### src/hdl/cho_defines.svh
/*
  Constants of the charger option control register: command code, field
  positions and power-on values. Assumes inclusion by bare name.
*/
`ifndef CHO_DEFINES_SVH
`define CHO_DEFINES_SVH

// ----------------------------------------------------------------
// Register access
// ----------------------------------------------------------------
`define CHO_CMD_W 8
`define CHO_CMD_OPTION 8'h12
`define CHO_DATA_W 16
`define CHO_ZERO_WORD 16'h0000

// ----------------------------------------------------------------
// Field positions
// ----------------------------------------------------------------
`define CHO_BIT_DEPL_HI 12
`define CHO_BIT_DEPL_LO 11
`define CHO_BIT_HS_EN 8
`define CHO_BIT_LS_SEL 7
`define CHO_BIT_LEARN 6
`define CHO_BIT_MON_SEL 5
`define CHO_BIT_ADP_PRES 4
`define CHO_BIT_UNUSED_HI 3
`define CHO_BIT_UNUSED_LO 2
`define CHO_BIT_OCP_EN 1
`define CHO_BIT_INHIBIT 0

// ----------------------------------------------------------------
// Power-on values
// ----------------------------------------------------------------
`define CHO_RST_DEPL 2'h3
`define CHO_RST_HS_EN 1'h1
`define CHO_RST_LS_SEL 1'h0
`define CHO_RST_MON_SEL 1'h0
`define CHO_RST_OCP_EN 1'h1
`define CHO_RST_INHIBIT 1'h0

`endif

### src/hdl/cho_pkg.sv
/*
  Types of the charger option control block.
  Assumes the constants header is compiled alongside.
*/
package cho_pkg;

  typedef enum logic {
    CHO_IDLE,
    CHO_LEARN
  } cho_learn_e;

  typedef logic [15:0] cho_word_t;

endpackage

### src/hdl/cho_option.sv
/*
  Charger option control register, low fields plus depletion select,
  with the battery learn cycle sequencer.
  Assumes a command engine on the same clock that presents a command code
  with one-cycle write and read strobes, and analog depletion and adapter-sense
  comparators whose outputs arrive asynchronously.
*/
`timescale 1ns/1ps
`include "cho_defines.svh"

module cho_option
  import cho_pkg::*;
#(
  parameter logic [`CHO_CMD_W-1:0] OPT_CMD = `CHO_CMD_OPTION
) (
  input wire logic sys_clk_i,
  input wire logic rst_n_i,
  input wire logic [`CHO_CMD_W-1:0] opt_cmd_i,
  input wire logic opt_wr_i,
  input wire logic opt_rd_i,
  input wire logic [`CHO_DATA_W-1:0] opt_wdata_i,
  input wire logic adapter_sense_input_i,
  input wire logic batt_depleted_i,
  input wire logic charge_voltage_zero_i,
  output logic [`CHO_DATA_W-1:0] opt_rdata_o,
  output logic high_side_short_threshold_sel_o,
  output logic low_side_short_threshold_sel_o,
  output logic current_monitor_output_sel_o,
  output logic input_overcurrent_protect_en_o,
  output logic charge_inhibit_o,
  output logic [1:0] depletion_threshold_sel_o,
  output logic adapter_path_switch_o,
  output logic battery_path_switch_o
);

  // ----------------------------------------------------------------
  // Parameter check
  // ----------------------------------------------------------------
  if (OPT_CMD == '0) begin : g_bad_cmd
    $error("cho_option: OPT_CMD must be non-zero");
  end

  // ----------------------------------------------------------------
  // Input synchronisers
  // ----------------------------------------------------------------
  logic [1:0] sync_w;
  logic adp_pres_w;
  logic depl_w;

  cho_sync #(
    .WIDTH(2)
  ) u_sync (
    .sys_clk_i(sys_clk_i),
    .rst_n_i(rst_n_i),
    .async_i({batt_depleted_i, adapter_sense_input_i}),
    .sync_o(sync_w)
  );

  assign adp_pres_w = sync_w[0];
  assign depl_w = sync_w[1];

  // ----------------------------------------------------------------
  // Register state
  // ----------------------------------------------------------------
  logic hs_en_q, hs_en_d;
  logic ls_sel_q, ls_sel_d;
  logic mon_sel_q, mon_sel_d;
  logic ocp_en_q, ocp_en_d;
  logic inhibit_q, inhibit_d;
  logic [1:0] depl_q, depl_d;
  cho_learn_e state_q, state_d;
  logic adp_sw_q, adp_sw_d;
  logic bat_sw_q, bat_sw_d;
  cho_word_t rdata_q, rdata_d;
  logic wr_hit_w;
  logic rd_hit_w;
  logic learn_done_w;

  assign wr_hit_w = opt_wr_i && (opt_cmd_i == OPT_CMD);
  assign rd_hit_w = opt_rd_i && (opt_cmd_i == OPT_CMD);
  assign learn_done_w = (state_q == CHO_LEARN) && depl_w && !charge_voltage_zero_i;

  function automatic cho_word_t image(input logic hs, input logic ls,
                                      input logic lrn, input logic mon,
                                      input logic adp, input logic ocp,
                                      input logic inh, input logic [1:0] dp);
    cho_word_t w;
    w = `CHO_ZERO_WORD;
    w[`CHO_BIT_DEPL_HI:`CHO_BIT_DEPL_LO] = dp;
    w[`CHO_BIT_HS_EN] = hs;
    w[`CHO_BIT_LS_SEL] = ls;
    w[`CHO_BIT_LEARN] = lrn;
    w[`CHO_BIT_MON_SEL] = mon;
    w[`CHO_BIT_ADP_PRES] = adp;
    w[`CHO_BIT_OCP_EN] = ocp;
    w[`CHO_BIT_INHIBIT] = inh;
    return w;
  endfunction

  // ----------------------------------------------------------------
  // Next values
  // ----------------------------------------------------------------
  always_comb begin
    hs_en_d = hs_en_q;
    ls_sel_d = ls_sel_q;
    mon_sel_d = mon_sel_q;
    ocp_en_d = ocp_en_q;
    inhibit_d = inhibit_q;
    depl_d = depl_q;
    state_d = state_q;
    rdata_d = rdata_q;
    // presence bit has no write path; bits 3:2 are not stored
    if (wr_hit_w) begin
      hs_en_d = opt_wdata_i[`CHO_BIT_HS_EN];
      ls_sel_d = opt_wdata_i[`CHO_BIT_LS_SEL];
      mon_sel_d = opt_wdata_i[`CHO_BIT_MON_SEL];
      ocp_en_d = opt_wdata_i[`CHO_BIT_OCP_EN];
      inhibit_d = opt_wdata_i[`CHO_BIT_INHIBIT];
      depl_d = opt_wdata_i[`CHO_BIT_DEPL_HI:`CHO_BIT_DEPL_LO];
    end
    // software write of the learn bit wins over completion
    unique case (state_q)
      CHO_IDLE: begin
        if (wr_hit_w && opt_wdata_i[`CHO_BIT_LEARN]) begin
          state_d = CHO_LEARN;
        end
      end
      CHO_LEARN: begin
        if (wr_hit_w) begin
          state_d = opt_wdata_i[`CHO_BIT_LEARN] ? CHO_LEARN : CHO_IDLE;
        end else if (learn_done_w) begin
          state_d = CHO_IDLE;
        end
      end
    endcase
    if (rd_hit_w) begin
      rdata_d = image(hs_en_q, ls_sel_q, state_q == CHO_LEARN, mon_sel_q,
                      adp_pres_w, ocp_en_q, inhibit_q, depl_q);
    end else if (opt_rd_i) begin
      rdata_d = `CHO_ZERO_WORD;
    end
    // switches follow the learn state, never both on
    adp_sw_d = (state_d == CHO_IDLE);
    bat_sw_d = (state_d == CHO_LEARN);
  end

  // ----------------------------------------------------------------
  // Registers
  // ----------------------------------------------------------------
  always_ff @(posedge sys_clk_i or negedge rst_n_i) begin
    if (!rst_n_i) begin
      hs_en_q <= `CHO_RST_HS_EN;
      ls_sel_q <= `CHO_RST_LS_SEL;
      mon_sel_q <= `CHO_RST_MON_SEL;
      ocp_en_q <= `CHO_RST_OCP_EN;
      inhibit_q <= `CHO_RST_INHIBIT;
      depl_q <= `CHO_RST_DEPL;
      state_q <= CHO_IDLE;
      adp_sw_q <= 1'b1;
      bat_sw_q <= 1'b0;
      rdata_q <= `CHO_ZERO_WORD;
    end else begin
      hs_en_q <= hs_en_d;
      ls_sel_q <= ls_sel_d;
      mon_sel_q <= mon_sel_d;
      ocp_en_q <= ocp_en_d;
      inhibit_q <= inhibit_d;
      depl_q <= depl_d;
      state_q <= state_d;
      adp_sw_q <= adp_sw_d;
      bat_sw_q <= bat_sw_d;
      rdata_q <= rdata_d;
    end
  end

  assign opt_rdata_o = rdata_q;
  assign high_side_short_threshold_sel_o = hs_en_q;
  assign low_side_short_threshold_sel_o = ls_sel_q;
  assign current_monitor_output_sel_o = mon_sel_q;
  assign input_overcurrent_protect_en_o = ocp_en_q;
  assign charge_inhibit_o = inhibit_q;
  assign depletion_threshold_sel_o = depl_q;
  assign adapter_path_switch_o = adp_sw_q;
  assign battery_path_switch_o = bat_sw_q;
endmodule // cho_option

### src/hdl/cho_sync.sv
/*
  Three-flop input synchroniser with agreement filter.
  Assumes inputs asynchronous to sys_clk_i; output changes once stages
  two and three agree.
*/
`timescale 1ns/1ps

module cho_sync #(
  parameter int WIDTH = 2
) (
  input wire logic sys_clk_i,
  input wire logic rst_n_i,
  input wire logic [WIDTH-1:0] async_i,
  output logic [WIDTH-1:0] sync_o
);

  // ----------------------------------------------------------------
  // Parameter check
  // ----------------------------------------------------------------
  if (WIDTH < 1) begin : g_bad_width
    $error("cho_sync: WIDTH must be at least 1");
  end

  logic [WIDTH-1:0] s1_q, s2_q, s3_q, out_q;
  logic [WIDTH-1:0] out_d;

  // ----------------------------------------------------------------
  // Filter
  // ----------------------------------------------------------------
  // Stage one feeds stage two only
  always_comb begin
    out_d = out_q;
    for (int i = 0; i < WIDTH; i++) begin
      if (s2_q[i] == s3_q[i]) begin
        out_d[i] = s3_q[i];
      end
    end
  end

  always_ff @(posedge sys_clk_i or negedge rst_n_i) begin
    if (!rst_n_i) begin
      s1_q <= '0;
      s2_q <= '0;
      s3_q <= '0;
      out_q <= '0;
    end else begin
      s1_q <= async_i;
      s2_q <= s1_q;
      s3_q <= s2_q;
      out_q <= out_d;
    end
  end

  assign sync_o = out_q;

endmodule // cho_sync

### config.mk
export PLATFORM = sky130hd
export DESIGN_NAME = cho_option
export DESIGN_NICKNAME = d
export VERILOG_FILES = /design/src/hdl/cho_pkg.sv /design/src/hdl/cho_option.sv /design/src/hdl/cho_sync.sv
export VERILOG_INCLUDE_DIRS = /design/src /design/src/hdl
export SDC_FILE = /design/constraint.sdc
export NUM_CORES = 1
export LEC_CHECK = 0
export ABC_AREA = 1
export BUFFER_PORTS_ARGS = -buffer_cell sky130_fd_sc_hd__buf_2
export CAP_MARGIN = 30
export CELL_PAD_IN_SITES_DETAIL_PLACEMENT = 1
export CELL_PAD_IN_SITES_GLOBAL_PLACEMENT = 1
export CORE_UTILIZATION = 32
export DETAILED_ROUTE_END_ITERATION = 8
export GPL_TIMING_DRIVEN = 1
export PLACE_DENSITY_LB_ADDON = 0.1
export SETUP_SLACK_MARGIN = 0.02
export SLEW_MARGIN = 20
export SYNTH_ARGS = -nofsm -noshare
export SYNTH_HDL_FRONTEND = slang
export SYNTH_HIERARCHICAL = 1
export SYNTH_SLANG_ARGS = --single-unit
### constraint.sdc
create_clock -name sys_clk_i -period 0.95 [get_ports sys_clk_i]
set_input_delay 0.2375 -clock sys_clk_i [delete_from_list [all_inputs] [get_ports sys_clk_i]]
set_output_delay 0.2375 -clock sys_clk_i [all_outputs]
set_load 0.05 [all_outputs]
# Word-level counts from Yosys, hierarchy flattened

Index checks and enable logic that the tools add are counted.

Bits in registers: 33
Word-level logic and storage cells: 33

Equal/unequal tests: 3
Multiplexer cells: 7
Bitwise logic cells: 2
Reductions and logical operators: 7

Operators by type and width:

| cell                                                                   | count |
|---|---|
| 16-bit two-way mux                                                     | 2 |
| 8-bit by 5-bit equality test with 1-bit output (second input constant) | 1 |
| 1-bit logical AND                                                      | 5 |
| 1-bit two-way mux                                                      | 4 |
| 1-bit equality test                                                    | 2 |
| 1-bit NOT                                                              | 2 |
| 1-bit case mux with 2 select lines                                     | 1 |
| 2-bit nonzero test                                                     | 1 |
| 1-bit logical NOT                                                      | 1 |

# Logic depth before layout (Yosys ltp)

Gate-level depths: netlist (run 1).

Word-level depth: 6
Depth in mapped cells: 7
Depth with buffers taken out: 7

# Hierarchy

Netlist (run 1), hierarchy kept.

Modules (own cells, without submodules):

| module     | instances | cells each | area an instance (um^2) | seq. area each (um^2) |
|---|---|---|---|---|
| cho_option | 1         | 123        | 940.9                   | 456.7 |
| cho_sync   | 1         | 16         | 232.7                   | 200.2 |

# Least setup slack after synthesis (run 1)

OpenSTA, ideal clock, no wires.

Path kind: register to register
From: reg battery_path_switch_o (netlist name)
To: reg bat_sw_q (netlist: battery_path_switch_o)
Setup time: 0.065 ns
Arrival time: 0.889 ns
Required time: 0.885 ns
Slack: -0.004 ns
Cell stages (with the launch flop): 5
Path buffers: 0
Path through: dfrtp_1 -> nand2_1 -> inv_1 -> nand2_1 -> nand2_1

RTL lines:

| element              | line              | text |
|---|---|---|
| to (signal assigned) | cho_option.sv:171 | `bat_sw_q <= bat_sw_d;` |
| to (decl)            | cho_option.sv:73  | `logic bat_sw_q, bat_sw_d;` |

# Worst setup path after layout (run 1)

From: reg depl_q[1] (netlist: depletion_threshold_sel_o[1])
To: out depletion_threshold_sel_o[1]

RTL lines:

| element                | line              | text |
|---|---|---|
| from (decl)            | cho_option.sv:70  | `logic [1:0] depl_q, depl_d;` |
| from (signal assigned) | cho_option.sv:157 | `` depl_q <= `CHO_RST_DEPL; `` |
| from (signal assigned) | cho_option.sv:168 | `depl_q <= depl_d;` |
| to (decl)              | cho_option.sv:31  | `output logic [1:0] depletion_threshold_sel_o,` |

No word-level cell between the ends.

==> results.toml, run 1 <==
[floorplanning]
ios = 56
die_x_um = 62.6
die_h_um = 62.6
die_area_sq_um = 3910
coreArea_sq_um = 3420
rows = 21
start_util = 0.344

[synth]
synth.top_cell.area_share = 0.448
synth_common_cells = "50 x nand2_1, 21 x dfrtp_1, 18 x nand3_1"
synth_seq_cells = 26
ys_warn_count = 6
ys_seq_area_frac = 0.560
synth_edf_count = 0
synth_cell_types = 15
synth_most_common_cell = "nand2_1"
syn_avg_cell_area_sq_um = 8.44
ys.flop_type = "dfrtp_1"
synth_area_leaders = "dfrtp_1 45%, nand2_1 16%, dfstp_2 11%"
yosys.area.top_type = "dfrtp_1"
synthCells = 139
syn_area_sq_um = 1170
ys_async_sr_fraction = 1.00

[status]
violations = "setup timing"
status = "complete, but fails checks"

[cts]
clkSinkCount = 26
ctsLongestPathBuffers = 2
root_buffer = "clkbuf_4"
cts_made_buffers = 3
clk_pin_slew_worst_paths_ns = 0.13
clock_latency_ns = 0.32
cts_tree = "built"
cts_max_level = 1

[pwr]
switchingPower_uw = 578
p_leak_nw = 0.950
switching_share = 0.276
max-vdd-ir-drop_mv = 1.01
power_frac_clock = 0.263
internal_power_mw = 1.52
p_total_mw = 2.09
p_per_area_nw_per_um2 = 1240
p_seq_frac = 0.562
p_comb_frac = 0.175

[global_route]
grt_max_degree = 27
grt_usage = 0.180
grt_pass1_wl_um = 5440
met3_usage = 0.0438
grt_pass1_vias = 1194
use_met2 = 0.338
grtUsageMet1 = 0.200
grt.overflow.total = 0
busiest_layer = "met2"
antenna_found_initial = 0

[worst_setup_path]
rrSetupSlack_ns = 0.07
cpPeakStageDelay_ns = 0.58
crit_family = "flip-flops"
worstPathCellList = "buf_8"
rr_startpoint = "battery_path_switch_o$_DFF_PN0_"
critPathBufInv = 1
endpoint_kind = "primary output"
r2r_cells = 5
cp.required_ns = 0.71
slowest_stage = "dfstp_2"
path_class = "register to primary output"
startpoint_type = "register"
crit_fanout = 2
arrival_ns = 1.05
reg2reg_to = "battery_path_switch_o$_DFF_PN0_"
crit_start = "depletion_threshold_sel_o[1]$_DFFE_PN1P_"

[sta]
clock_skew_ns = 0.00166
max_freq_ghz = 0.776
hold_viol = 0
period_share = 1.36
min_period_ns = 1.29
drv_slew = 0
fin_tns_setup_ns = -4.05
setup_ws_ns = -0.339
finalSetupViolCount = 18
rsz0062_at_grt = "yes"

[run]
drv_cap = 0

[drt]
drcViolationCount = 0
drtIter0Drc = 15
wl_per_cell_um = 12.2
firstDrtPassIters = 3
ant_nets = 0
viasPerCell = 4.35
num_vias = 1052
routed_wl_um = 2960

[placement]
io_buffers = 40
place_congestion = 0.736
detailed_place_hpwl_um = 2220

[worst_hold_path]
hp-start = "opt_wdata_i[1]"
hold_path_class = "input pin to register"
min_to = "input_overcurrent_protect_en_o$_DFFE_PN1P_"
min_delay_path_depth = 3

[finish]
syn2layout_area_growth_pct = 44.2
diodes = 0
finalNetCount = 228
drive_above_1_share = 0.357
fillers = 433
==> cell usage in the layout (no fill, tap or decap), drive strengths merged <==
cell,instances
a21oi,2
nor2,14
dfstp,5
clkbuf,4
nand2,50
dlygate4sd3,3
conb,7
clkinv,1
inv,15
buf,54
dfrtp,21
nand3,20
==> what timing repair did <==
item,CTS,global route
gates resized for setup,41,1
endpoints found under the setup margin,18,19
hold buffers,1,2
buffers inserted,5,0
endpoints found under the hold margin,21,2
==> layout make-up <==
type,instances,area (sq um),share of cell area
Sequential cell,26,658,0.389
Timing Repair Buffer,57,479,0.283
Multi-Input combinational cell,93,402,0.237
Inverter,16,60.1,0.0355
Tap cell,46,57.6,0.0340
Clock buffer,4,36.3,0.0214
==> power by group through the flow <==
| stage | registers [mW] | logic (mW) | clock network (mW) |
|---|---|---|---|
| CTS | 1.18 | 0.364 | 0.579 |
| floorplan | 1.24 | 0.154 | 0 |
| global route | 1.18 | 0.404 | 0.633 |
| global placement | 1.19 | 0.312 | 0 |
| finish | 1.18 | 0.366 | 0.552 |
| detailed placement | 1.19 | 0.324 | 0 |
==> layer usage <==
metal | part of all wire | wire (um) | vias to the layer above
met5 | 0 | 0 | -
met4 | 0.0061 | 18 | 0
met3 | 0.035 | 104 | 2
met2 | 0.55 | 1640 | 25
met1 | 0.40 | 1200 | 500
li1 | - | - | 525
==> metrics by stage <==
step	setup slack [ns]	util	cells	cell area, sq um	hold slack (ns)
5_1_grt	-0.389	0.496	242	1690	0.114
4_1_cts	-0.363	0.489	240	1670	0.00626
3_5_place_dp	-0.150	0.426	230	1460	0.195
3_3_place_gp	-0.0975	0.426	230	1460	0.193
2_1_floorplan	0.0405	-	145	1200	-0.0581
6_report	-0.339	0.496	242	1690	0.114
==> cell families (layout without fill, tap and decap cells) <==
logic type | Yosys count | in the layout | synth area share
flops | 26 | 26 | 0.560
buf+inv | 26 | 77 | 0.119
compound gates | 2 | 2 | 0.00853
other cells | 1 | 7 | 0.00320
simple gates | 84 | 84 | 0.309
==> sequential cells by signal, indices dropped and copies added, names as in the netlist, 2 cells and up <==
register,count
opt_rdata_o,9
depletion_threshold_sel_o,2
u_sync/s1_q,2
u_sync/s2_q,2
u_sync/s3_q,2
u_sync/sync_o,2
==> how the worst max path moves through the flow <==
stage	endpoint	slack, ns	cells after the start
final	depletion_threshold_sel_o[1]	-0.34	1
after CTS	depletion_threshold_sel_o[1]	-0.36	1
after floorplan	depletion_threshold_sel_o[0]	0.04	0
after global routing	depletion_threshold_sel_o[1]	-0.39	1
after global placement	high_side_short_threshold_sel_o$_DFFE_PN1P_	-0.1	6
after detailed placement	high_side_short_threshold_sel_o$_DFFE_PN1P_	-0.15	6
Power figures use the tool's default switching activity.
==> inputs of run 2 (changes only) <==
--- a/config.mk
+++ b/config.mk
@@ -11,7 +11,7 @@
 export CAP_MARGIN = 30
 export CELL_PAD_IN_SITES_DETAIL_PLACEMENT = 1
 export CELL_PAD_IN_SITES_GLOBAL_PLACEMENT = 1
-export CORE_UTILIZATION = 32
+export CORE_UTILIZATION = 34
 export DETAILED_ROUTE_END_ITERATION = 8
 export GPL_TIMING_DRIVEN = 1
 export PLACE_DENSITY_LB_ADDON = 0.1
==> constraint.sdc (replaced) <==
create_clock -name sys_clk_i -period 1.6 [get_ports sys_clk_i]
set_input_delay 0.4 -clock sys_clk_i [delete_from_list [all_inputs] [get_ports sys_clk_i]]
set_output_delay 0.4 -clock sys_clk_i [all_outputs]
set_load 0.05 [all_outputs]
==> run 2 against run 1 <==
The flow now finishes without violations. Hold slack worse by 0.060 ns. Critical path depth unchanged. Routed wire length down 11%. Sequential share of layout area up 7.6 points. Setup slack better by 0.41 ns. Critical path type unchanged. Largest cell class unchanged.
==> results.toml, run 2 (synthesized netlist as in run 1, its figures left out) <==
[status]
status = "completed"

[finish]
final_common_cell = "nand2_1"
syn2layout_area_growth_pct = 20.4
stdcell_count = 224
largest_reg_flops = 9
finalNetCount = 212
diodes = 0
drive_above_1_share = 0.300
most-common-layout-cells = "50 x nand2_1, 37 x buf_2, 21 x dfrtp_1"

[sta]
drv_slew = 0
setup_ws_ns = 0.0666
fin_tns_setup_ns = 0
clock_skew_ns = 0.00589
tightest_slew_ns = 0.563
maxSlewHeadroom = 0.625
hold_viol = 0
period_share = 0.958
min_period_ns = 1.53
rsz0062_at_grt = "no"
finalSetupViolCount = 0
max_freq_ghz = 0.652

[floorplanning]
start_util = 0.372
ios = 56
rows = 20
die_x_um = 60.8
die_h_um = 60.8
coreArea_sq_um = 3150
die_area_sq_um = 3690

[drt]
num_vias = 989
drcViolationCount = 0
firstDrtPassIters = 3
drtIter0Drc = 32
ant_nets = 0
viasPerCell = 4.42
routed_wl_um = 2630
wl_per_cell_um = 11.8

[pwr]
p_seq_frac = 0.610
p_per_area_nw_per_um2 = 811
p_comb_frac = 0.150
max-vdd-ir-drop_mv = 0.254
switching_share = 0.282
internal_power_uw = 823
power_frac_clock = 0.241
p_leak_nw = 0.838
switchingPower_uw = 323

[global_route]
grt_usage = 0.171
grt_pass1_vias = 977
antenna_found_initial = 0
grt.overflow.total = 0
grt_max_degree = 27
grt_pass1_wl_um = 4460

[cts]
ctsHoldBuffers = 0
cts.repair.resized = 0
ctsLongestPathBuffers = 2
clkSinkCount = 26
clk_pin_slew_worst_paths_ns = 0.13
root_buffer = "clkbuf_4"
cts_max_level = 1
clock_latency_ns = 0.32
cts_tree = "built"
cts_setup_buffers = 0
cts_made_buffers = 3

[worst_setup_path]
arrival_ns = 1.13
cp.required_ns = 1.20
cpPeakStageDelay_ns = 0.56
crit_family = "flip-flops"
critPathBufInv = 1
worstPathCellList = "buf_2"
endpoint_kind = "primary output"
crit_fanout = 3
slowest_stage = "dfstp_2"
path_class = "register to primary output"
startpoint_type = "register"

[placement]
detailed_place_hpwl_um = 2050
place_congestion = 0.704
place_inst = 220
dp_slack_ns = 0.347
io_buffers = 40

[worst_hold_path]
hold_path_class = "input pin to asynchronous set/reset pin"

[run]
drv_cap = 0
## run 2: cell count changes in the layout (fill, tap and decap cells not counted), moves of 3 or more
cell / previous run / this run
buf_6: 13 / 0
buf_2: 22 / 37
clkbuf_4: 3 / 6
dlygate4sd3_1: 3 / 0
buf_8: 5 / 0
buf_4: 13 / 1
## run 2: power groups by stage
stage               clock [mW]  combinational, mW  sequential (mW)
detailed placement           0              0.173            0.711
global route             0.311              0.190            0.702
CTS                      0.288              0.173            0.699
floorplan                    0             0.0912            0.739
finish                   0.276              0.172            0.698
global placement             0              0.167            0.708
## run 2: routing by layer
layer	up-vias	track usage	routed length, um	part of all wire
met5	-	0	0	0
met4	0	0.0779	59	0.022
met2	30	0.297	1350	0.51
li1	490	-	-	-
met1	465	0.206	1100	0.42
met3	4	0.0341	119	0.045
## run 2: worst paths after layout
check | from | to | slack [ns] | cells after the start
setup / recovery | depletion_threshold_sel_o[0]$_DFFE_PN1P_ | depletion_threshold_sel_o[0] | 0.07 | 1
hold / removal | rst_n_i | opt_rdata_o[4]$_DFFE_PN0P_ | 0.05 | 1
setup reg to reg | u_sync/sync_o[1]$_DFFE_PN0N_ | battery_path_switch_o$_DFF_PN0_ | 0.82 | 5
hold reg to reg | u_sync/s1_q[1]$_DFF_PN0_ | u_sync/s2_q[1]$_DFF_PN0_ | 0.36 | 0
max in group asynchronous | rst_n_i | depletion_threshold_sel_o[1]$_DFFE_PN1P_ | 1.17 | 1
min in group sys_clk_i | batt_depleted_i | u_sync/s1_q[1]$_DFF_PN0_ | 0.18 | 1
## run 2: stage by stage
stage	util	hold slack (ns)	cell area [sq um]	power, mW
after global placement	0.437	0.332	1380	0.875
after CTS	0.446	0.0637	1410	1.16
after detailed placement	0.437	0.336	1380	0.884
final	0.448	0.0543	1410	1.15
after global routing	0.448	0.0829	1410	1.20
after floorplan	-	0.104	1200	0.830
## run 2: worst register-to-register path, stage by stage, from the launching register on
cell	delay [ns]
dfrtp_1	0.40
nand2_1	0.07
nand2_1	0.08
inv_1	0.04
nand2_1	0.05
nand2_1	0.04
## run 2: layout make-up
| class | instances | area [sq um] |
|---|---|---|
| Inverter | 16 | 60.1 |
| Timing Repair Buffer | 41 | 215 |
| Multi-Input combinational cell | 93 | 399 |
| Clock buffer | 4 | 26.3 |
| Tap cell | 44 | 55.1 |
| Fill cell | 427 | 1740 |
| Sequential cell | 26 | 657 |
